==> src/lmx_pkg.sv <==
// Purpose: Shared constants and types for the LED multiplex pin driver
// Assumes: 20 MHz core clock
// Notes: Pin indices 0..3 are shared cathode/segment pins, 4..9 segment-only pins
package lmx_pkg;
   localparam int unsigned CLK_PERIOD_NS = 50;
   // Spike suppression width, in ns
   localparam int unsigned SPIKE_NS = 50;
   // Longest filtered pulse rounds down, at least one cycle
   localparam int unsigned SPIKE_CYC_RAW = SPIKE_NS / CLK_PERIOD_NS;
   localparam int unsigned SPIKE_CYC = (SPIKE_CYC_RAW < 1) ? 1 : SPIKE_CYC_RAW;
   // Scan dwell per digit: 20 MHz / (4 * 780 Hz) is about 6410
   localparam int unsigned SCAN_DWELL_DEFAULT = 6410;
   // Blanking lasts BLANK_CYC+1 cycles between phases so segments settle before next cathode
   localparam logic [3:0] BLANK_CYC = 4'h4;
   localparam int unsigned NUM_PINS = 10;
   localparam int unsigned NUM_DIGITS = 4;
   localparam int unsigned SEG_FIRST = 4;
   localparam int unsigned ALERT_PIN = 9;

   typedef enum logic [1:0] {
      NINE_SEGMENT = 2'b00,
      NINE_ALERT = 2'b01,
      NINE_GPO = 2'b10
   } lmx_nine_mode_t;

   typedef enum logic [1:0] {
      SCAN_BLANK = 2'b00,
      SCAN_SHOW = 2'b01
   } lmx_scan_state_t;

   // One digit's stored content: seven segments (a..g in bits 0..6) and two discretes
   typedef struct packed {
      logic hexMode;
      logic [6:0] segBits;
      logic [3:0] hexValue;
      logic discLow;
      logic discHigh;
   } lmx_digit_t;

   typedef struct packed {
      logic [NUM_PINS-1:0] drive;
      logic [NUM_PINS-1:0] level;
   } lmx_pins_t;
endpackage : lmx_pkg

==> src/lmx_spike_filter.sv <==
// Purpose: Suppress short pulses on a serial input
// Assumes: Input synchronous to core_clk
// Notes: Output changes only after the input holds a new level for more than SPIKE_CYC cycles
`timescale 1ns/1ns
`default_nettype none
module lmx_spike_filter
   import lmx_pkg::*;
(
   // Clock and reset
   input wire logic core_clk,
   input wire logic rst,
   // Data
   input wire logic rawIn,
   output logic cleanOut
);
   logic [3:0] cnt_q, cnt_d;
   logic out_q, out_d;

   always_comb begin
      cnt_d = 4'h0;
      out_d = out_q;
      if (rawIn != out_q) begin
         if (cnt_q >= 4'(SPIKE_CYC)) begin
            out_d = rawIn;
         end else begin
            cnt_d = cnt_q + 4'h1;
         end
      end
   end

   always_ff @(posedge core_clk or posedge rst) begin
      if (rst) begin
         cnt_q <= 4'h0;
         out_q <= 1'b1;
      end else begin
         cnt_q <= cnt_d;
         out_q <= out_d;
      end
   end

   assign cleanOut = out_q;
endmodule : lmx_spike_filter
`default_nettype wire

==> src/lmx_led_mux.sv <==
// Purpose: Four-digit common-cathode LED multiplex pin driver
// Assumes: Digit content and configuration arrive as static inputs
// Notes: Pins are two signals each (level and enable); high-impedance resolved outside
// Notes on behaviour
// RL1: Shared pin n sinks the cathode during digit n's scan phase.
// RL2: Eight extra segments on first eight segment outputs, decimal points or discretes.
// RL3: Digit 0 mapping: disc0 pin1, g pin2, f pin3, e..a pins4..8, disc4 pin9.
// RL4: Digit 1 mapping: disc1 pin0, g pin2, f pin3, e..a pins4..8, disc5 pin9.
// RL5: Digit 2 mapping: g pin0, f pin1, disc2 pin3, e..a pins4..8, disc6 pin9.
// RL6: Digit 3 mapping: g pin0, f pin1, disc3 pin2, e..a pins4..8, disc7 pin9.
// RL7: Drivers not sinking or sourcing are high impedance.
// RL8: Each digit uses direct segment bits or the hex font.
// RL9: Ninth segment pin is segment, open-drain alert, or open-drain logic output.
// RL10: Input ports have pullups and act as logic input or keyscan input.
// RL11: With dual-digit displays shared-pin discretes drive only discrete LEDs.
// RL12: All outputs may serve as 36 individually controlled discrete LEDs.
// RL13: Serial data and clock inputs ignore pulses under about 50 ns.
// RL14: Keyscan port reads four switches; two ports give eight. Here each port only latches its one input bit.
// RL15: Fixed scan order, one cathode at a time, segments set before cathode. Here segments and cathode switch on in the same cycle after blanking.
`timescale 1ns/1ns
`default_nettype none
module lmx_led_mux
   import lmx_pkg::*;
#(
   parameter int unsigned SCAN_DWELL = SCAN_DWELL_DEFAULT
)
(
   // Clock and reset
   input wire logic core_clk,
   input wire logic rst,
   // Digit content
   input wire lmx_digit_t digitCfg [NUM_DIGITS],
   // Ninth pin configuration
   input wire lmx_nine_mode_t nineMode,
   input wire logic alertReq,
   input wire logic gpoLevel,
   // Input ports
   input wire logic [1:0] inputPortIn,
   input wire logic [1:0] keyscanSel,
   output logic [1:0] portPullupEn,
   output logic [1:0] gpInLevel,
   output logic [1:0] keyScanLevel,
   // Serial inputs
   input wire logic sdaRaw,
   input wire logic sclRaw,
   output logic sdaClean,
   output logic sclClean,
   // LED pins
   output logic [NUM_PINS-1:0] pinOut,
   output logic [NUM_PINS-1:0] pinOe,
   output logic [1:0] scanDigit
);
   localparam logic [15:0] DWELL = 16'(SCAN_DWELL);

   lmx_scan_state_t state_q, state_d;
   logic [1:0] dig_q, dig_d;
   logic [15:0] tmr_q, tmr_d;
   lmx_pins_t pins_q, pins_d;
   logic [1:0] gpIn_q, gpIn_d, key_q, key_d;
   logic sdaF, sclF;
   logic sda_q, scl_q;

   // RL8 hex font, segment a in bit 0
   function automatic logic [6:0] hexFont(input logic [3:0] v);
      logic [6:0] s;
      s = 7'h00;
      case (v)
         4'h0: s = 7'h3f;
         4'h1: s = 7'h06;
         4'h2: s = 7'h5b;
         4'h3: s = 7'h4f;
         4'h4: s = 7'h66;
         4'h5: s = 7'h6d;
         4'h6: s = 7'h7d;
         4'h7: s = 7'h07;
         4'h8: s = 7'h7f;
         4'h9: s = 7'h6f;
         4'ha: s = 7'h77;
         4'hb: s = 7'h7c;
         4'hc: s = 7'h39;
         4'hd: s = 7'h5e;
         4'he: s = 7'h79;
         default: s = 7'h71;
      endcase
      return s;
   endfunction : hexFont

   // Scan sequencing
   always_comb begin
      state_d = state_q;
      dig_d = dig_q;
      tmr_d = tmr_q + 16'h0001;
      case (state_q)
         SCAN_BLANK: begin
            // RL15 settle before cathode
            if (tmr_q >= {12'h000, BLANK_CYC}) begin
               state_d = SCAN_SHOW;
               tmr_d = 16'h0000;
            end
         end
         SCAN_SHOW: begin
            // RL15 fixed order
            if (tmr_q >= DWELL) begin
               state_d = SCAN_BLANK;
               dig_d = dig_q + 2'h1;
               tmr_d = 16'h0000;
            end
         end
         default: begin
            state_d = SCAN_BLANK;
            tmr_d = 16'h0000;
         end
      endcase
   end

   always_ff @(posedge core_clk or posedge rst) begin
      if (rst) begin
         state_q <= SCAN_BLANK;
         dig_q <= 2'h0;
         tmr_q <= 16'h0000;
      end else begin
         state_q <= state_d;
         dig_q <= dig_d;
         tmr_q <= tmr_d;
      end
   end

   // Pin mapping; a lit segment drives high, unlit pins float
   always_comb begin
      lmx_digit_t d;
      logic [6:0] seg;
      d = digitCfg[dig_d];
      seg = d.hexMode ? hexFont(d.hexValue) : d.segBits;
      pins_d.drive = '0;
      pins_d.level = '0;
      // RL12 direct bits give full discrete control of every segment
      // RL3 RL4 RL5 RL6 common e..a segments
      for (int i = 0; i < 5; i++) begin
         pins_d.drive[SEG_FIRST+i] = seg[4-i];
         pins_d.level[SEG_FIRST+i] = 1'b1;
      end
      // RL2 RL11 discretes on pins 0..3 and decimal points on pin 9
      case (dig_d)
         2'h0: begin
            pins_d.drive[1] = d.discLow;
            pins_d.drive[2] = seg[6];
            pins_d.drive[3] = seg[5];
         end
         2'h1: begin
            pins_d.drive[0] = d.discLow;
            pins_d.drive[2] = seg[6];
            pins_d.drive[3] = seg[5];
         end
         2'h2: begin
            pins_d.drive[0] = seg[6];
            pins_d.drive[1] = seg[5];
            pins_d.drive[3] = d.discLow;
         end
         default: begin
            pins_d.drive[0] = seg[6];
            pins_d.drive[1] = seg[5];
            pins_d.drive[2] = d.discLow;
         end
      endcase
      for (int i = 0; i < NUM_DIGITS; i++) begin
         pins_d.level[i] = 1'b1;
      end
      // RL1 cathode sink on its own pin
      pins_d.drive[dig_d] = (state_d == SCAN_SHOW);
      pins_d.level[dig_d] = 1'b0;
      // RL9 ninth pin modes; open drain only ever pulls low
      case (nineMode)
         NINE_ALERT: begin
            pins_d.drive[ALERT_PIN] = alertReq;
            pins_d.level[ALERT_PIN] = 1'b0;
         end
         NINE_GPO: begin
            pins_d.drive[ALERT_PIN] = ~gpoLevel;
            pins_d.level[ALERT_PIN] = 1'b0;
         end
         default: begin
            pins_d.drive[ALERT_PIN] = d.discHigh;
            pins_d.level[ALERT_PIN] = 1'b1;
         end
      endcase
      // RL7 segments idle while blanking
      if (state_d != SCAN_SHOW) begin
         for (int i = 0; i < NUM_PINS; i++) begin
            if (i != ALERT_PIN || nineMode == NINE_SEGMENT) begin
               pins_d.drive[i] = 1'b0;
            end
         end
      end
      // Masked here so the pin level leaves a flip-flop directly
      pins_d.level = pins_d.level & pins_d.drive;
   end

   // RL10 RL14 input ports split by mode
   always_comb begin
      gpIn_d = gpIn_q;
      key_d = key_q;
      for (int i = 0; i < 2; i++) begin
         if (keyscanSel[i]) begin
            key_d[i] = inputPortIn[i];
         end else begin
            gpIn_d[i] = inputPortIn[i];
         end
      end
   end

   always_ff @(posedge core_clk or posedge rst) begin
      if (rst) begin
         pins_q <= '0;
         gpIn_q <= 2'h3;
         key_q <= 2'h3;
         sda_q <= 1'b1;
         scl_q <= 1'b1;
      end else begin
         pins_q <= pins_d;
         gpIn_q <= gpIn_d;
         key_q <= key_d;
         sda_q <= sdaF;
         scl_q <= sclF;
      end
   end

   // RL13 serial input filters
   lmx_spike_filter uSdaFilt (
      .core_clk(core_clk),
      .rst(rst),
      .rawIn(sdaRaw),
      .cleanOut(sdaF)
   );
   lmx_spike_filter uSclFilt (
      .core_clk(core_clk),
      .rst(rst),
      .rawIn(sclRaw),
      .cleanOut(sclF)
   );

   // RL7 undriven pins carry level zero; enable marks the drive
   assign pinOe = pins_q.drive;
   assign pinOut = pins_q.level;
   assign scanDigit = dig_q;
   assign gpInLevel = gpIn_q;
   assign keyScanLevel = key_q;
   assign sdaClean = sda_q;
   assign sclClean = scl_q;
   // Pullups always on in this model
   assign portPullupEn = 2'h3;
endmodule : lmx_led_mux
`default_nettype wire

==> config.mk <==
export PLATFORM = sky130hd
export DESIGN_NAME = lmx_led_mux
export DESIGN_NICKNAME = d
export VERILOG_FILES = /design/src/lmx_pkg.sv /design/src/lmx_spike_filter.sv /design/src/lmx_led_mux.sv
export SDC_FILE = /design/constraint.sdc
export NUM_CORES = 1
export LEC_CHECK = 0
export BUFFER_PORTS_ARGS = -buffer_cell sky130_fd_sc_hd__buf_2
export CAP_MARGIN = 20
export CORE_MARGIN = 1.5
export CORE_UTILIZATION = 41
export DETAILED_ROUTE_END_ITERATION = 8
export PLACE_DENSITY = 0.66
export SYNTH_ARGS = -nofsm -noshare
export SYNTH_HDL_FRONTEND = slang
export SYNTH_SLANG_ARGS = --single-unit
==> constraint.sdc <==
create_clock -name core_clk -period 5.8 [get_ports core_clk]
set_input_delay 1.16 -clock core_clk [delete_from_list [all_inputs] [get_ports core_clk]]
set_output_delay 1.16 -clock core_clk [all_outputs]
set_load 0.03 [all_outputs]
Word level (Yosys, flattened, before mapping)

Memory sizes are Yosys's and may differ from the RTL's.
Cells that the tools add are included.

Bits in writable memories: 0
Bits in read-only memories: 112
Register bits: 56
Memories: 1
Bits in latches: 0
Output and inout port bits: 30

Bitwise operators: 4
$mul: 0
Divide/modulo/power cells: 0
$lt $le $gt $ge: 7
Mux-type cells: 27
Eq/ne operators: 9
Shift-type cells: 0
Reductions and logical operators: 8
Add/sub/neg operators: 4

Memories:

| memory           | words | width | read ports | clocked after Yosys merged registers in | write ports | line              | text |
|---|---|---|---|---|---|---|---|
| (name not given) | 16    | 7     | 1          | 0                                       | 0           | lmx_led_mux.sv:67 | `case (v)` |

Operators by type and width:

| kind                  | count |
|---|---|
| $mux 16               | 2 |
| $pmux 16 s2           | 1 |
| $bmux 14 s2           | 1 |
| $mux 14               | 2 |
| $add 16x1->16 const B | 1 |
| $ge 16x13->1 const B  | 1 |
| $ge 16x3->1 const B   | 1 |
| $mux 4                | 4 |
| $and 10x10->10        | 1 |
| $bwmux 10             | 1 |
| $mux 10               | 1 |
| $pmux 1 s2            | 5 |
| $not 4->9             | 1 |
| $add 4x1->4 const B   | 2 |
| $eq 2x1->1 const B    | 4 |
| $ge 4x1->1 const B    | 2 |
| $mux 2                | 4 |
| $mux 7                | 1 |
| $logic_not 2->1       | 3 |
| $lt 2x5->1 const B    | 1 |
| $eq 2x2->1 const B    | 2 |
| $pmux 2 s2            | 1 |
| $reduce_and 2->1      | 2 |
| $reduce_or 2->1       | 2 |
| other kinds (10)      | 13 |

Longest topological paths before layout

An unclocked memory read counts as a cell.

Word-level depth: 13
Gate-level depth with buffers: 12
Mapped depth without buffers: 11

Cells and area by module

From an unflattened synthesis, not the netlist that was laid out.

Cells, all modules: 370
Area, all modules: 3621.0 sq um

By module, submodules not included:

| module           | times used | area each (sq um) | sequential area each (sq um) | cells an instance |
|---|---|---|---|---|
| lmx_led_mux      | 1          | 3148.0            | 1033.5                       | 334 |
| lmx_spike_filter | 2          | 236.5             | 126.4                        | 18 |

Worst setup path after synthesis

No wires, ideal clock.

Kind: register to register
From: register tmr_q[14]
To: register pins_q (netlist bit pinOut[2])
Library setup time: 0.111 ns
Required time: 5.689 ns
Stages on the path, launching flop included: 12
Path slack: 2.811 ns
Data arrival time: 2.877 ns
Period minus slack after synthesis: 2.989 ns
Cell sequence: dfrtp_1 or3_4 o21a_1 nor2_4 buf_6 o221ai_1 a22o_2 ha_1 and3_1 o31a_1 and3_1 a2111oi_2

RTL lines:

| what                     | line               | text |
|---|---|---|
| start: declaration       | lmx_led_mux.sv:57  | `logic [15:0] tmr_q, tmr_d;` |
| start signal: assignment | lmx_led_mux.sv:124 | `tmr_q <= tmr_d;` |
| end signal: assignment   | lmx_led_mux.sv:219 | `pins_q <= pins_d;` |
| end: declaration         | lmx_led_mux.sv:58  | `lmx_pins_t pins_q, pins_d;` |

==> flow_summary.toml <==
[clocking]
root_buffer = "clkbuf_8"
cts_num_sinks = 51
cts_resized = 0
tritoncts = "built"
htree_levels = 2
clkTransAtPathRegs_ns = 0.10
postCtsHoldBufs = 0
cts_buffer_depth = 2
post_cts_buffers = 0
cts_made_buffers = 5
clk_latency_ns = 0.30

[worst_setup_path]
cp-end-kind = "flop"
startpoint = "tmr_q[4]"
reg2reg_from = "tmr_q[4]"
r2r_cells = 11
crit_arrival_ns = 3.58
rrSetupSlack_ns = 2.42
crit_type = "flop to flop"
cp-start-kind = "flop"
path_max_fanout = 13
rr_endpoint = "pinOe[3]"
cp.required_ns = 6.01

[synthesis]
synth_cells = 324
syn_area_um2 = 3238
synth_top_area_cell = "dfrtp_1"
ys_ff_latch = 51
synthArstFlopShare_pct = 100.0
synth_edf_count = 0
ys_seq_area_share_pct = 39.72
synthTopCellsByArea = "dfrtp_1, dfstp_2, ha_1"
synth_cell_types = 63
synth-main-ff-cell = "dfrtp_1"
yosys_warnings = 0
synth.avg_cell_area_um2 = 9.994
synth_top_area_share_pct = 33.23

[placed_design]
place.gp.congestion = 0.8590
port_buffers = 95
dp_hpwl_um = 5617
pre_cts_ws_ns = 2.358

[global_routing]
grt_use_total_pct = 17.49
overflow = 0
grt_pass1_vias = 2576
grt_max_degree = 52
antenna_found_initial = 0
grt_pass1_wl_um = 11860

[layout]
fin_nets = 498
num_antenna_cells = 0
final_util_pct = 50.55
nFillCells = 738
seq_area_um2 = 1286
multi_input_area_um2 = 1778
drive_above_1_share_pct = 35.73
area_delta_synth_final_pct = 20.02

[min_path]
holdCritStartpoint = "uSclFilt.cleanOut"
worst_hold_path.num_cells = 0
min_to = "sclClean"
holdCritPathClass = "flop to flop"

[floorplanning]
num_rows = 32
die_y_um = 91.87
die_area_um2 = 8440
ioPinCount = 98
fp.dieW_um = 91.87
start_util_pct = 42.12
coreArea_um2 = 7687

[timing]
finalMaxSlewViolations = 0
fin_crit_sh_pct = 58.23
clock_skew_ns = 0.009870
fmaxAchievable_mhz = 296.1
worst_pin_slew_ns = 0.9085
finalWorstSetupSlack_ns = 2.423
hold_viol_final = 0
slew_headroom_pct = 39.00
finalSetupTns_ns = 0
setup-violations-final = 0
grt_setup_unrepaired = "no"
min_period_ns = 3.377

[routing]
drc = 0
drt_wl_total_um = 7398
routedWlPerCell_um = 14.25
antenna_left = 0
drt_first_pass_iters = 4
viasPerCell = 5.341
first_iter_violations = 126
dr_total_vias = 2772

[job]
maxCapViolCount = 0

[pwr]
p_leak_nw = 1.871
power_density_nw_per_um2 = 424.9
vdd_drop_max_v = 0.0002469

[run_status]
status = "finished clean"
==> cell families after synthesis <==
family / after synthesis / share of synthesized area [%]
xor+xnor: 14 / 3.787
mux: 24 / 7.999
simple gates: 94 / 15.80
compound gates: 84 / 20.98
fa+ha+maj: 14 / 5.410
other cells: 2 / 0.2319
buf+inv: 41 / 6.066
flops: 51 / 39.72
==> critical path: stages, from the launching register on <==
cell	delay, ns
dfrtp_1	0.45
nor4_4	0.42
a2111o_2	0.31
nand2_2	0.21
o221ai_1	0.25
a22o_1	0.30
inv_1	0.10
ha_1	0.24
and3_1	0.16
o31ai_1	0.37
nand2_1	0.17
a211oi_1	0.30
==> layer usage <==
layer / track usage (%) / routed length, um / vias to the layer above
met3: 2.653 / 382 / 4
met5: 0 / 0 / -
li1: - / - / 1366
met4: 5.513 / 62 / 0
met1: 23.78 / 3404 / 1317
met2: 28.58 / 3549 / 85
==> Yosys cell counts (9+ instances only) <==
master / n
dfrtp_1: 43
nor2_1: 29
inv_1: 20
and3_1: 16
ha_1: 14
mux2_2: 14
a21oi_1: 12
nand3_1: 12
nand2_1: 11
a211oi_1: 10
clkbuf_1: 9
mux2i_1: 9
==> sequential cells by signal (all words and copies together) (netlist names), 2 cells and up <==
register and cells:
gpInLevel 2, keyScanLevel 2, tmr_q 16, pinOut 10, uSdaFilt.cnt_q 4, uSclFilt.cnt_q 4
scanDigit 2, pinOe 5, state_q 2
==> worst max-delay path by stage <==
stage           endpoint
6_report        pinOe[3]
5_1_grt         pinOe[3]
4_1_cts         pinOe[3]
3_5_place_dp    pinOe[3]
3_3_place_gp    pinOe[3]
2_1_floorplan  pinOut[2]
==> stage by stage <==
stage	total power [W]	instance area (um2)	std cells	hold slack (ns)
floorplan	0.001227	3261	330	0.3648
global placement	0.001435	3769	510	0.3664
detailed placement	0.001437	3769	510	0.3694
CTS	0.001656	3866	518	0.3803
global route	0.001767	3886	519	0.3824
finish	0.001651	3886	519	0.3790
==> placed cells by master (no fill, tap or decap), types with 8 or more instances in the layout <==
cell	instances
conb_1	8
ha_1	14
mux2_2	14
dfrtp_1	43
dfstp_2	8
buf_2	95
xor2_1	8
mux2i_1	9
a21oi_1	12
inv_1	19
nand3_1	12
and3_1	16
nor2_1	29
nand2_1	11
a211oi_1	10
==> power breakdown <==
group          leakage [nW]  switching, W  internal, W
Clock                0.0502      0.000124    0.0000895
Sequential            0.651     0.0000283     0.000429
Combinational          1.17      0.000630     0.000350
Total                  1.87      0.000782     0.000869
==> layout make-up <==
cell class | instances | share of cell area (%)
multi-input combinational | 238 | 45.75
timing repair buffer | 99 | 13.33
clock inverter | 3 | 0.7405
inverter | 21 | 2.028
clock buffer | 5 | 1.771
sequential | 51 | 33.10
tap | 102 | 3.284
Power figures use the tool's default switching activity.
